`src/verilog/hcse_pkg.sv`:
```
package hcse_pkg;

    // Register port access codes; bit 7 marks a write
    localparam logic [7:0] HCSE_CODE_CMD_RD   = 8'h02;
    localparam logic [7:0] HCSE_CODE_CMD_WR   = 8'h82;
    localparam logic [7:0] HCSE_CODE_EVT_RD   = 8'h03;
    localparam logic [7:0] HCSE_CODE_EVT_WR   = 8'h83;
    localparam int         HCSE_CODE_WR_BIT   = 7;

    // Command register fields
    localparam int         HCSE_SOFT_RST_BIT  = 0;
    localparam int         HCSE_OVR_CNT_LSB   = 16;
    localparam int         HCSE_OVR_CNT_W     = 2;
    localparam logic [1:0] HCSE_OVR_CNT_RST   = 2'h0;
    localparam logic       HCSE_SOFT_RST_RST  = 1'b0;

    // Event flag positions
    localparam int         HCSE_FLAG_W        = 7;
    localparam int         HCSE_OVERRUN_BIT   = 0;
    localparam int         HCSE_FRAME_BEG_BIT = 2;
    localparam int         HCSE_RESUME_BIT    = 3;
    localparam int         HCSE_FATAL_BIT     = 4;
    localparam int         HCSE_FRAME_WRAP_BIT = 5;
    localparam int         HCSE_ROOT_PORT_BIT = 6;
    localparam logic [6:0] HCSE_FLAG_IMPL     = 7'h7D;
    localparam logic [6:0] HCSE_FLAG_RST      = 7'h00;

    // Software reset timing
    localparam int         HCSE_CLK_PERIOD_NS = 10;
    localparam int         HCSE_SOFT_RST_MAX_NS = 10000000;
    localparam int         HCSE_SOFT_RST_MAX_CYC = HCSE_SOFT_RST_MAX_NS / HCSE_CLK_PERIOD_NS;
    localparam int         HCSE_SOFT_RST_OVERHEAD = 2;

    typedef enum logic [1:0]
    {
        HCSE_RST_IDLE   = 2'b00,
        HCSE_RST_HOLD   = 2'b01,
        HCSE_RST_FINISH = 2'b11
    } hcse_rst_state_t;

endpackage
```
`src/verilog/hcse_cmd_status_regs.sv`:
```
`timescale 1ns/1ns
module hcse_cmd_status_regs
    import hcse_pkg::*;
#(
    parameter int RESET_HOLD_CYCLES = HCSE_SOFT_RST_MAX_CYC - HCSE_SOFT_RST_OVERHEAD
)
(
    input  wire logic                   clk_i,
    input  wire logic                   rst_b_i,
    input  wire logic                   reg_valid_i,
    input  wire logic [7:0]             reg_code_i,
    input  wire logic [31:0]            reg_wdata_i,
    output logic      [31:0]            reg_rdata_o,
    output logic                        reg_rdata_valid_o,
    input  wire logic                   sched_overrun_i,
    input  wire logic                   frame_begin_i,
    input  wire logic                   frame_index_msb_i,
    input  wire logic                   resume_signal_i,
    input  wire logic                   fatal_system_error_i,
    input  wire logic                   root_port_change_i,
    input  wire logic [HCSE_FLAG_W-1:0] controller_event_mask_i,
    input  wire logic                   global_irq_gate_i,
    output logic                        irq_o,
    output logic                        soft_reset_active_o,
    output logic                        suspend_request_o,
    output logic                        soft_reset_done_o
);

    localparam int CNT_W = $clog2(RESET_HOLD_CYCLES + 1);

    initial
    begin
        if (RESET_HOLD_CYCLES < 1)
            $error("Reset hold must be at least one cycle");
        if (RESET_HOLD_CYCLES + HCSE_SOFT_RST_OVERHEAD > HCSE_SOFT_RST_MAX_CYC)
            $error("Software reset would exceed its time limit");
    end

    typedef struct packed
    {
        hcse_rst_state_t rst_state;
        logic [CNT_W-1:0] hold_cnt;
        logic             soft_reset_request;
        logic [1:0]       overrun_cnt;
        logic             frame_msb_prev;
        logic             resume_prev;
        logic             edges_armed;
        logic [31:0]      rdata;
        logic             rdata_valid;
        logic             reset_active;
        logic             suspend_pulse;
        logic             done_pulse;
    } hcse_regs_state_t;

    hcse_regs_state_t         state;
    hcse_regs_state_t         next_state;
    logic [HCSE_FLAG_W-1:0]   flag_set;
    logic [HCSE_FLAG_W-1:0]   flag_clear;
    logic [HCSE_FLAG_W-1:0]   controller_event_flags;
    logic                     flag_irq;
    logic                     cmd_wr;
    logic                     cmd_rd;
    logic                     evt_wr;
    logic                     evt_rd;
    logic                     reset_start;

    function automatic logic code_hit(input logic [7:0] code, input logic [7:0] want);
        code_hit = (code == want);
    endfunction

    function automatic logic [31:0] cmd_word(input logic [1:0] cnt, input logic req);
        logic [31:0] w;
        w = 32'h0000_0000;
        w[HCSE_OVR_CNT_LSB +: HCSE_OVR_CNT_W] = cnt;
        w[HCSE_SOFT_RST_BIT] = req;
        cmd_word = w;
    endfunction

    // Only the four documented codes act; any other code is ignored
    always_comb
    begin
        cmd_rd = reg_valid_i && code_hit(reg_code_i, HCSE_CODE_CMD_RD);
        cmd_wr = reg_valid_i && code_hit(reg_code_i, HCSE_CODE_CMD_WR);
        evt_rd = reg_valid_i && code_hit(reg_code_i, HCSE_CODE_EVT_RD);
        evt_wr = reg_valid_i && code_hit(reg_code_i, HCSE_CODE_EVT_WR);
    end

    // A new request while one runs is absorbed by the set bit
    assign reset_start = cmd_wr && reg_wdata_i[HCSE_SOFT_RST_BIT] && !state.soft_reset_request;

    always_comb
    begin
        flag_set = '0;
        flag_set[HCSE_OVERRUN_BIT]    = sched_overrun_i;
        flag_set[HCSE_FRAME_BEG_BIT]  = frame_begin_i;
        // Edge detectors wait one cycle after reset to avoid a false edge
        flag_set[HCSE_FRAME_WRAP_BIT] = state.edges_armed && (frame_index_msb_i != state.frame_msb_prev);
        // Only the downstream rising edge is watched, so software resume cannot set it
        flag_set[HCSE_RESUME_BIT]     = state.edges_armed && resume_signal_i && !state.resume_prev;
        flag_set[HCSE_FATAL_BIT]      = fatal_system_error_i;
        flag_set[HCSE_ROOT_PORT_BIT]  = root_port_change_i;
        flag_clear = evt_wr ? reg_wdata_i[HCSE_FLAG_W-1:0] : '0;
    end

    always_comb
    begin
        next_state = state;
        next_state.frame_msb_prev = frame_index_msb_i;
        next_state.resume_prev    = resume_signal_i;
        next_state.edges_armed    = 1'b1;
        next_state.suspend_pulse  = 1'b0;
        next_state.done_pulse     = 1'b0;

        // Counter keeps counting whatever the overrun flag holds
        if (sched_overrun_i)
        begin
            next_state.overrun_cnt = state.overrun_cnt + 2'h1;
        end

        unique case (state.rst_state)
            HCSE_RST_IDLE:
            begin
                if (reset_start)
                begin
                    // Write-to-set: only a one starts the reset
                    next_state.soft_reset_request = 1'b1;
                    next_state.rst_state     = HCSE_RST_HOLD;
                    next_state.hold_cnt      = CNT_W'(RESET_HOLD_CYCLES);
                    next_state.reset_active  = 1'b1;
                    next_state.suspend_pulse = 1'b1;
                    // Counter is an operational register and restarts
                    next_state.overrun_cnt   = HCSE_OVR_CNT_RST;
                end
            end
            HCSE_RST_HOLD:
            begin
                // Overruns seen while the engine is held are not counted
                next_state.overrun_cnt = HCSE_OVR_CNT_RST;
                if (state.hold_cnt <= CNT_W'(1))
                begin
                    next_state.rst_state = HCSE_RST_FINISH;
                    next_state.hold_cnt  = '0;
                end
                else
                begin
                    next_state.hold_cnt = state.hold_cnt - CNT_W'(1);
                end
            end
            HCSE_RST_FINISH:
            begin
                // Request bit drops by hardware only, bounded by the hold count
                next_state.soft_reset_request = 1'b0;
                next_state.reset_active       = 1'b0;
                next_state.done_pulse         = 1'b1;
                next_state.rst_state          = HCSE_RST_IDLE;
            end
            default:
            begin
                // Unused code after an upset falls back to idle
                next_state.rst_state = HCSE_RST_IDLE;
            end
        endcase

        // Read data is captured one cycle after the code
        next_state.rdata_valid = cmd_rd || evt_rd;
        if (cmd_rd)
        begin
            next_state.rdata = cmd_word(state.overrun_cnt, state.soft_reset_request);
        end
        else if (evt_rd)
        begin
            next_state.rdata = {25'h0000000, controller_event_flags};
        end
        else
        begin
            next_state.rdata = 32'h0000_0000;
        end
    end

    always_ff @(posedge clk_i or negedge rst_b_i)
    begin
        if (!rst_b_i)
        begin
            state.rst_state          <= HCSE_RST_IDLE;
            state.hold_cnt           <= '0;
            state.soft_reset_request <= HCSE_SOFT_RST_RST;
            state.overrun_cnt        <= HCSE_OVR_CNT_RST;
            state.frame_msb_prev     <= 1'b0;
            state.resume_prev        <= 1'b0;
            state.edges_armed        <= 1'b0;
            state.rdata              <= 32'h0000_0000;
            state.rdata_valid        <= 1'b0;
            state.reset_active       <= 1'b0;
            state.suspend_pulse      <= 1'b0;
            state.done_pulse         <= 1'b0;
        end
        else
        begin
            state <= next_state;
        end
    end

    // Flags are not touched by the software reset, so no event is lost
    hcse_event_flags #(
        .FLAG_W (HCSE_FLAG_W)
    ) u_flags (
        .clk_i   (clk_i),
        .rst_b_i (rst_b_i),
        .set_i   (flag_set),
        .clear_i (flag_clear),
        .mask_i  (controller_event_mask_i),
        .gate_i  (global_irq_gate_i),
        .flags_o (controller_event_flags),
        .irq_o   (flag_irq)
    );

    assign irq_o               = flag_irq;
    assign reg_rdata_o         = state.rdata;
    assign reg_rdata_valid_o   = state.rdata_valid;
    // No root hub or port reset output exists; reset stays inside the engine
    assign soft_reset_active_o = state.reset_active;
    assign suspend_request_o   = state.suspend_pulse;
    assign soft_reset_done_o   = state.done_pulse;

endmodule // hcse_cmd_status_regs

```
`src/verilog/hcse_event_flags.sv`:
```
`timescale 1ns/1ns
module hcse_event_flags
    import hcse_pkg::*;
#(
    parameter int FLAG_W = HCSE_FLAG_W
)
(
    input  wire logic              clk_i,
    input  wire logic              rst_b_i,
    input  wire logic [FLAG_W-1:0] set_i,
    input  wire logic [FLAG_W-1:0] clear_i,
    input  wire logic [FLAG_W-1:0] mask_i,
    input  wire logic              gate_i,
    output logic      [FLAG_W-1:0] flags_o,
    output logic                   irq_o
);

    initial
    begin
        if (FLAG_W != HCSE_FLAG_W)
            $error("Flag width must match the flag layout");
    end

    typedef struct packed
    {
        logic [FLAG_W-1:0] flags;
        logic              irq;
    } hcse_flag_state_t;

    hcse_flag_state_t state;
    hcse_flag_state_t next_state;

    always_comb
    begin
        next_state = state;
        // Set wins over a clear in the same cycle; hardware never clears
        next_state.flags = ((state.flags & ~clear_i) | set_i) & HCSE_FLAG_IMPL;
        // Registered from next flags so irq lines up with the flags
        next_state.irq = gate_i && |(next_state.flags & mask_i);
    end

    always_ff @(posedge clk_i or negedge rst_b_i)
    begin
        if (!rst_b_i)
        begin
            state.flags <= HCSE_FLAG_RST;
            state.irq   <= 1'b0;
        end
        else
        begin
            state <= next_state;
        end
    end

    assign flags_o = state.flags;
    assign irq_o   = state.irq;

endmodule // hcse_event_flags

```
`config.mk`:
```
export PLATFORM = sky130hd
export DESIGN_NAME = hcse_cmd_status_regs
export DESIGN_NICKNAME = d
export VERILOG_FILES = /design/src/verilog/hcse_pkg.sv /design/src/verilog/hcse_cmd_status_regs.sv /design/src/verilog/hcse_event_flags.sv
export SDC_FILE = /design/constraint.sdc
export NUM_CORES = 1
export LEC_CHECK = 0
export BUFFER_PORTS_ARGS = -buffer_cell sky130_fd_sc_hd__buf_2
export CORE_ASPECT_RATIO = 1.75
export CORE_UTILIZATION = 30
export CTS_CLUSTER_DIAMETER = 100
export DETAILED_ROUTE_END_ITERATION = 8
export GPL_ROUTABILITY_DRIVEN = 1
export SLEW_MARGIN = 30
export SYNTH_ARGS = -nofsm -noshare
export SYNTH_HDL_FRONTEND = slang
export SYNTH_SLANG_ARGS = --single-unit
export TNS_END_PERCENT = 30
```
`constraint.sdc`:
```
create_clock -name clk_i -period 4 [get_ports clk_i]
set_input_delay 0.6 -clock clk_i [delete_from_list [all_inputs] [get_ports clk_i]]
set_output_delay 0.6 -clock clk_i [all_outputs]
set_load 0.01 [all_outputs]
```
==> results of run 1 <==
## final cells by class
type | instances | area, um^2 | area share [%]
inverters | 9 | 33.78 | 1.178
multi-input cells | 179 | 1166 | 40.66
clock buffers | 6 | 128.9 | 4.494
repair buffers | 44 | 235.2 | 8.202
clock inverters | 2 | 37.54 | 1.309
flip-flops and latches | 46 | 1151 | 40.14
well taps | 92 | 115.1 | 4.014
## path summary, 6_finish.rpt
check                              startpoint                 end  slack (ps)  depth (start not counted)
max                             reg_code_i[3]           state[56]        1610                          7
min                                   rst_b_i      reg_rdata_o[0]         310                          1
max reg2reg                         state[63]           state[56]        1740                          6
min reg2reg                u_flags.flags_o[4]  u_flags.flags_o[4]         500                          1
max in group asynchronous             rst_b_i           state[37]        3290                          1
min in group clk_i            resume_signal_i           state[37]         430                          1
## worst register-to-register path: cells and delay by family, from the launching register on
family,cells,cell delay [ps]
AOI/OAI and AO/OA,2,300
buffers and inverters,1,330
DFF,1,420
and+or+nand+nor,3,1160
## sequential cells by signal (all words and copies together) (netlist names)
| register | flops |
|---|---|
| reg_rdata_o | 8 |
| reg_rdata_valid_o | 1 |
| soft_reset_done_o | 1 |
| state | 28 |
| suspend_request_o | 1 |
| u_flags.flags_o | 6 |
| u_flags.irq_o | 1 |
## kinds of logic after synthesis
kind of cell / synth area share (%)
flip-flops: 45.32
AO/OA/AOI/OAI: 18.13
other: 0.2957
multiplexers: 0.3941
XOR/XNOR: 3.449
AND/OR/NAND/NOR: 19.26
buffers and inverters: 12.17
adder cells (fa/ha/maj): 0.9851
## through the flow
step | utilization (%) | power [W] | setup WS [ps]
2_1_floorplan | - | 0.0005226 | 1911
3_3_place_gp | 32.50 | 0.0005356 | 1289
3_5_place_dp | 32.71 | 0.0005365 | 1302
4_1_cts | 34.73 | 0.001013 | 1591
5_1_grt | 34.73 | 0.001037 | 1440
6_report | 34.73 | 0.0009974 | 1613
## cells in the mapped netlist, types with 3 or more instances
| master | n |
|---|---|
| nor2_1 | 23 |
| and3_1 | 7 |
| buf_4 | 33 |
| and2_1 | 3 |
| nor3_1 | 5 |
| a21oi_1 | 17 |
| or3_1 | 3 |
| xnor2_1 | 8 |
| a31oi_1 | 4 |
| o21ai_0 | 12 |
| nand3_1 | 3 |
| dfrtp_1 | 46 |
| a2111oi_4 | 4 |
| nand2_1 | 12 |
| a211oi_1 | 3 |
| inv_1 | 9 |
| a21o_1 | 5 |
| nor2b_1 | 3 |
| buf_2 | 4 |
## power groups by stage
stage	combinational (W)	clock (W)	sequential (W)
global placement	0.0000554	0	0.000480
detailed placement	0.0000560	0	0.000480
global route	0.0000637	0.000502	0.000472
floorplan	0.0000423	0	0.000480
finish	0.0000552	0.000470	0.000472
CTS	0.0000563	0.000485	0.000472
## metal layers
metal  global-route usage, %  vias up
li1                        -      903
met4                   6.250        0
met1                   12.14      886
met5                       0        -
met3                   2.670        7
met2                   25.00       62
==> results.yml, run 1 <==
hold_path:
  hold_path.class: "input pin to async pin"
sta:
  relSlewSlack_pct: 45.24
  fin_crit_ps: 2387
  tightest_slew_ps: 819.6
  report.final.slew_viol_count: 0
  tns_ps: 0
  period_share_pct: 59.66
  fmax_mhz: 419.0
  rsz0062_at_grt: "no"
  skew_ps: 3.040
  finalHoldViolations: 0
  finalHoldWorstSlack_ps: 310.7
  finalSetupViolations: 0
global_routing:
  grt_pass1_wl_um: 8418
  grt_pass1_vias: 1717
  grt_max_degree: 47
  grtUsageTotal_pct: 12.67
  antenna_found_initial: 0
  grt-ovfl-total: 0
detailed_routing:
  drt_iter0_drc: 83
  wl_met1_um: 1948
  wl_met3_um: 258
  drc: 0
  wire_per_inst_um: 13.89
  drt-pass1-iter-count: 4
  post_drt_via_cell_ratio: 4.915
  wirelength_um: 5250
  dr_wl_met2_um: 2948
  via_count: 1858
  postRouteAntennaNets: 0
  top_layer_used: "met4"
clocking:
  clk_pin_slew_worst_paths_ps: 60
  post_cts_buffers: 0
  cts_made_buffers: 5
  cts_buffer_depth: 2
  cts_resized: 0
  cts_tree: "built"
  hold_buffers: 0
  htreeDepth: 2
  root_buffer: "clkbuf_16"
  insertion_delay_ps: 290
  cts.sinks: 46
final_layout:
  area_growth_pct: 12.91
  fin_nets: 344
  postLayoutCellArea_um2: 2868
  n_fill_cell: 808
  final_cell_mix: "dfrtp_1, buf_2, conb_1"
  drive_above_1_share_pct: 22.73
  final_common_cell: "dfrtp_1"
  stdcell_count: 378
  diodes: 0
flow_run:
  cap_violations: 0
power_and_ir_drop:
  p_leak_nw: 1.227
  irDropWorstVdd_v: 0.0002049
  p_sw_share_pct: 21.49
  p_int_w: 0.0007831
  pwr-share-comb_pct: 5.5
  power.net_switching_w: 0.0002143
  p_clk_share_pct: 47.2
  power_density_nw_per_um2: 347.8
  seqPwrFrac_pct: 47.3
yosys:
  synth_seq_cells: 46
  synth_largest_area_cell: "dfrtp_1"
  netlist_instances: 250
  yosysSeqAreaShare_pct: 45.32
  ys_warn_count: 0
  ys_dominant_reg_cell: "dfrtp_1"
  ys_types: 54
  synth_area_um2: 2540
  synth_enable_flop_cells: 0
  synth_top_area_share_pct: 45.32
  synthTopCellsByArea: "dfrtp_1, buf_4, a2111oi_4"
  async_flop_share_pct: 100.0
  avgSynthCellArea_um2: 10.16
die:
  initial_core_util_pct: 30.76
  die_x_um: 71.56
  die_area_um2: 8853
  rows: 44
  core_um2: 8258
  io_pins: 94
  die_h_um: 123.7
worst_setup_path:
  critical_path_class: "input pin to register"
  worst_path_largest_cell_delay_ps: 490
  cp.required_ps: 4230
  cp-start-kind: "input pin"
  cpLargestDelayFamily: "simple AND/OR/NAND/NOR gates"
  worstPathCellList: "buf_2 -> nor3b_1 -> nand4_1 -> and2_1 -> inv_1 -> o21a_1 -> o22a_1"
  arrival_ps: 2620
  critical_path_buf_inv_count: 2
  endpoint_kind: "register"
  crit_path_max_fanout: 11
  cp_slowest_cell: "nand4_1"
status:
  outcome: "completed"
placement:
  placed_area_um2: 2701
  place.detailed.hpwl_um: 3930
  gp_congestion: 0.7762
  placed_cells: 370
  port_buffers: 42
No activity file was read; power rests on OpenSTA's default activity.
==> inputs of run 2 (changes only) <==
--- a/config.mk
+++ b/config.mk
@@ -5,6 +5,7 @@
 export SDC_FILE = /design/constraint.sdc
 export NUM_CORES = 1
 export LEC_CHECK = 0
+export ABC_AREA = 1
 export BUFFER_PORTS_ARGS = -buffer_cell sky130_fd_sc_hd__buf_2
 export CORE_ASPECT_RATIO = 1.75
 export CORE_UTILIZATION = 30
==> constraint.sdc (replaced) <==
create_clock -name clk_i -period 2.5 [get_ports clk_i]
set_input_delay 0.375 -clock clk_i [delete_from_list [all_inputs] [get_ports clk_i]]
set_output_delay 0.375 -clock clk_i [all_outputs]
set_load 0.01 [all_outputs]
==> results.yml, run 2 <==
status:
  outcome: "completed"
power_and_ir_drop:
  p_clk_share_pct: 43.2
  p_leak_nw: 1.671
  p_int_w: 0.001134
  power.net_switching_w: 0.0003190
  pwr-share-comb_pct: 5.3
  p_sw_share_pct: 21.95
  seqPwrFrac_pct: 51.6
  irDropWorstVdd_v: 0.0002331
  power_density_nw_per_um2: 488.1
final_layout:
  fin_nets: 429
  n_fill_cell: 936
  area_growth_pct: 12.58
  largest-register: "state"
  multi_input_area_um2: 1139
  final_common_cell: "nand2_1"
  final_cell_mix: "nand2_1, nor2_1, dfrtp_1"
  largest_reg_flops: 28
  postLayoutCellArea_um2: 2978
  diodes: 0
  drive_above_1_share_pct: 21.08
  register_area_um2: 1151
yosys:
  ys_types: 40
  synth_seq_cells: 46
  synth_enable_flop_cells: 0
  synth_area_um2: 2645
  netlist_top_cells_count: "nand2_1, nor2_1, dfrtp_1"
  netlist_instances: 331
  yosysSeqAreaShare_pct: 43.52
  synth_largest_area_cell: "dfrtp_1"
  synth.most_common_cell: "nand2_1"
  ys_warn_count: 0
  synthTopCellsByArea: "dfrtp_1, buf_4, nand2_1"
  ys_dominant_reg_cell: "dfrtp_1"
  avgSynthCellArea_um2: 7.991
  async_flop_share_pct: 100.0
  synth_top_area_share_pct: 43.52
global_routing:
  grtUsageTotal_pct: 12.52
  grt_max_degree: 28
  grt-ovfl-total: 0
  grt_pass1_vias: 2080
  grt_pass1_wl_um: 8866
  antenna_found_initial: 0
clocking:
  post_cts_buffers: 0
  cts_made_buffers: 5
  hold_buffers: 0
  cts_buffer_depth: 2
  insertion_delay_ps: 290
  cts_resized: 0
  cts.sinks: 46
  htreeDepth: 2
  clk_pin_slew_worst_paths_ps: 60
  cts_tree: "built"
  root_buffer: "clkbuf_16"
placement:
  port_buffers: 42
  place.detailed.hpwl_um: 3970
  placed_area_um2: 2843
  gp_congestion: 0.8595
die:
  io_pins: 94
  die_x_um: 72.98
  initial_core_util_pct: 30.70
  die_area_um2: 9211
  core_um2: 8615
  die_h_um: 126.2
  rows: 45
sta:
  rsz0062_at_grt: "no"
  tns_ps: 0
  period_share_pct: 73.59
  fin_crit_ps: 1840
  fmax_mhz: 543.6
  finalHoldViolations: 0
  skew_ps: 5.648
  finalSetupViolations: 0
  report.final.slew_viol_count: 0
detailed_routing:
  drc: 0
  wirelength_um: 5178
  drt_iter0_drc: 92
  post_drt_via_cell_ratio: 4.318
  postRouteAntennaNets: 0
  via_count: 2103
  wire_per_inst_um: 10.63
  drt-pass1-iter-count: 4
flow_run:
  cap_violations: 0
worst_setup_path:
  arrival_ps: 2010
  worst_path_largest_cell_delay_ps: 410
  r2r_cells: 9
  cp-start-kind: "register"
  worstReg2RegStart: "state[42]"
  worstPathCellList: "inv_1 -> ha_1 -> inv_1 -> nor2_4 -> inv_2 -> o21ai_1 -> nand3_2 -> o21ai_2 -> nor2_1"
  cp.required_ps: 2670
  endpoint: "state[54]"
  crit_path_start: "state[42]"
  endpoint_kind: "register"
  r2r_end: "state[54]"
  cp_common_cell: "inv_1"
  cp_slowest_cell: "dfrtp_1"
  critical_path_class: "register to register"
  rrSetupSlack_ps: 660
  crit_path_max_fanout: 5
hold_path:
  hold_path.class: "input pin to async pin"
[run 2: worst min-delay path by stage]
stage                                  to  slack (ps)  cells past startpoint
after floorplan            reg_rdata_o[0]          80                      0
after global placement    reg_rdata_o[17]         340                      1
after detailed placement        state[40]         350                      1
after CTS                       state[43]          40                      1
after global routing            state[51]          60                      1
final                           state[42]          30                      1
[run 2: final cells by class]
| cell class | instances | area share [%] |
|---|---|---|
| Sequential cell | 46 | 38.66 |
| Inverter | 48 | 6.092 |
| Multi-Input combinational cell | 225 | 38.24 |
| Timing Repair Buffer | 44 | 7.563 |
| Clock buffer | 5 | 4.202 |
| Clock inverter | 2 | 0.3361 |
| Tap cell | 117 | 4.916 |
[run 2: critical path: cells and delay by family, from the launching register on]
family                     cells  cell delay, ps
DFF                            1             410
buffers and inverters          3             310
AOI/OAI and AO/OA              2             310
adders and majority gates      1             260
and+or+nand+nor                3             420
[run 2: cell families (layout without fill, tap and decap cells)]
kind of cell               Yosys count  count (layout)  share of synthesized area [%]
and+or+nand+nor                    160             160                          29.33
buffers and inverters               83              99                          16.70
DFF                                 46              46                          43.52
AOI/OAI and AO/OA                   29              29                          6.245
xor gates and xnor gates             9               9                          2.980
adders and majority gates            2               2                         0.9459
other                                2              25                         0.2839
[run 2: power groups by stage]
stage               sequential, W  clock, W  combinational, W
floorplan                0.000764         0         0.0000604
global placement         0.000763         0         0.0000773
detailed placement       0.000763         0         0.0000781
CTS                      0.000749  0.000652         0.0000785
global route             0.000750  0.000671         0.0000890
finish                   0.000750  0.000627         0.0000764
[run 2: metrics by stage]
step	utilization (%)	hold slack (ps)	total power [W]	instances	setup slack (ps)
finish	34.57	26.82	0.001453	487	660.3
detailed placement	33.00	352.0	0.0008416	480	654.4
global placement	33.00	342.8	0.0008407	480	663.5
floorplan	-	79.41	0.0008244	354	922.0
CTS	34.57	39.45	0.001480	487	628.7
global route	34.57	59.31	0.001510	487	448.7
[run 2: routing by layer]
layer  up-vias  GRT usage [%]  part of all wire (%)
met5         -              0                     0
met3        15          3.120                   4.4
met2        68          24.02                    55
met1       972          11.53                    37
met4         0          6.459                   3.6
li1       1048              -                     -
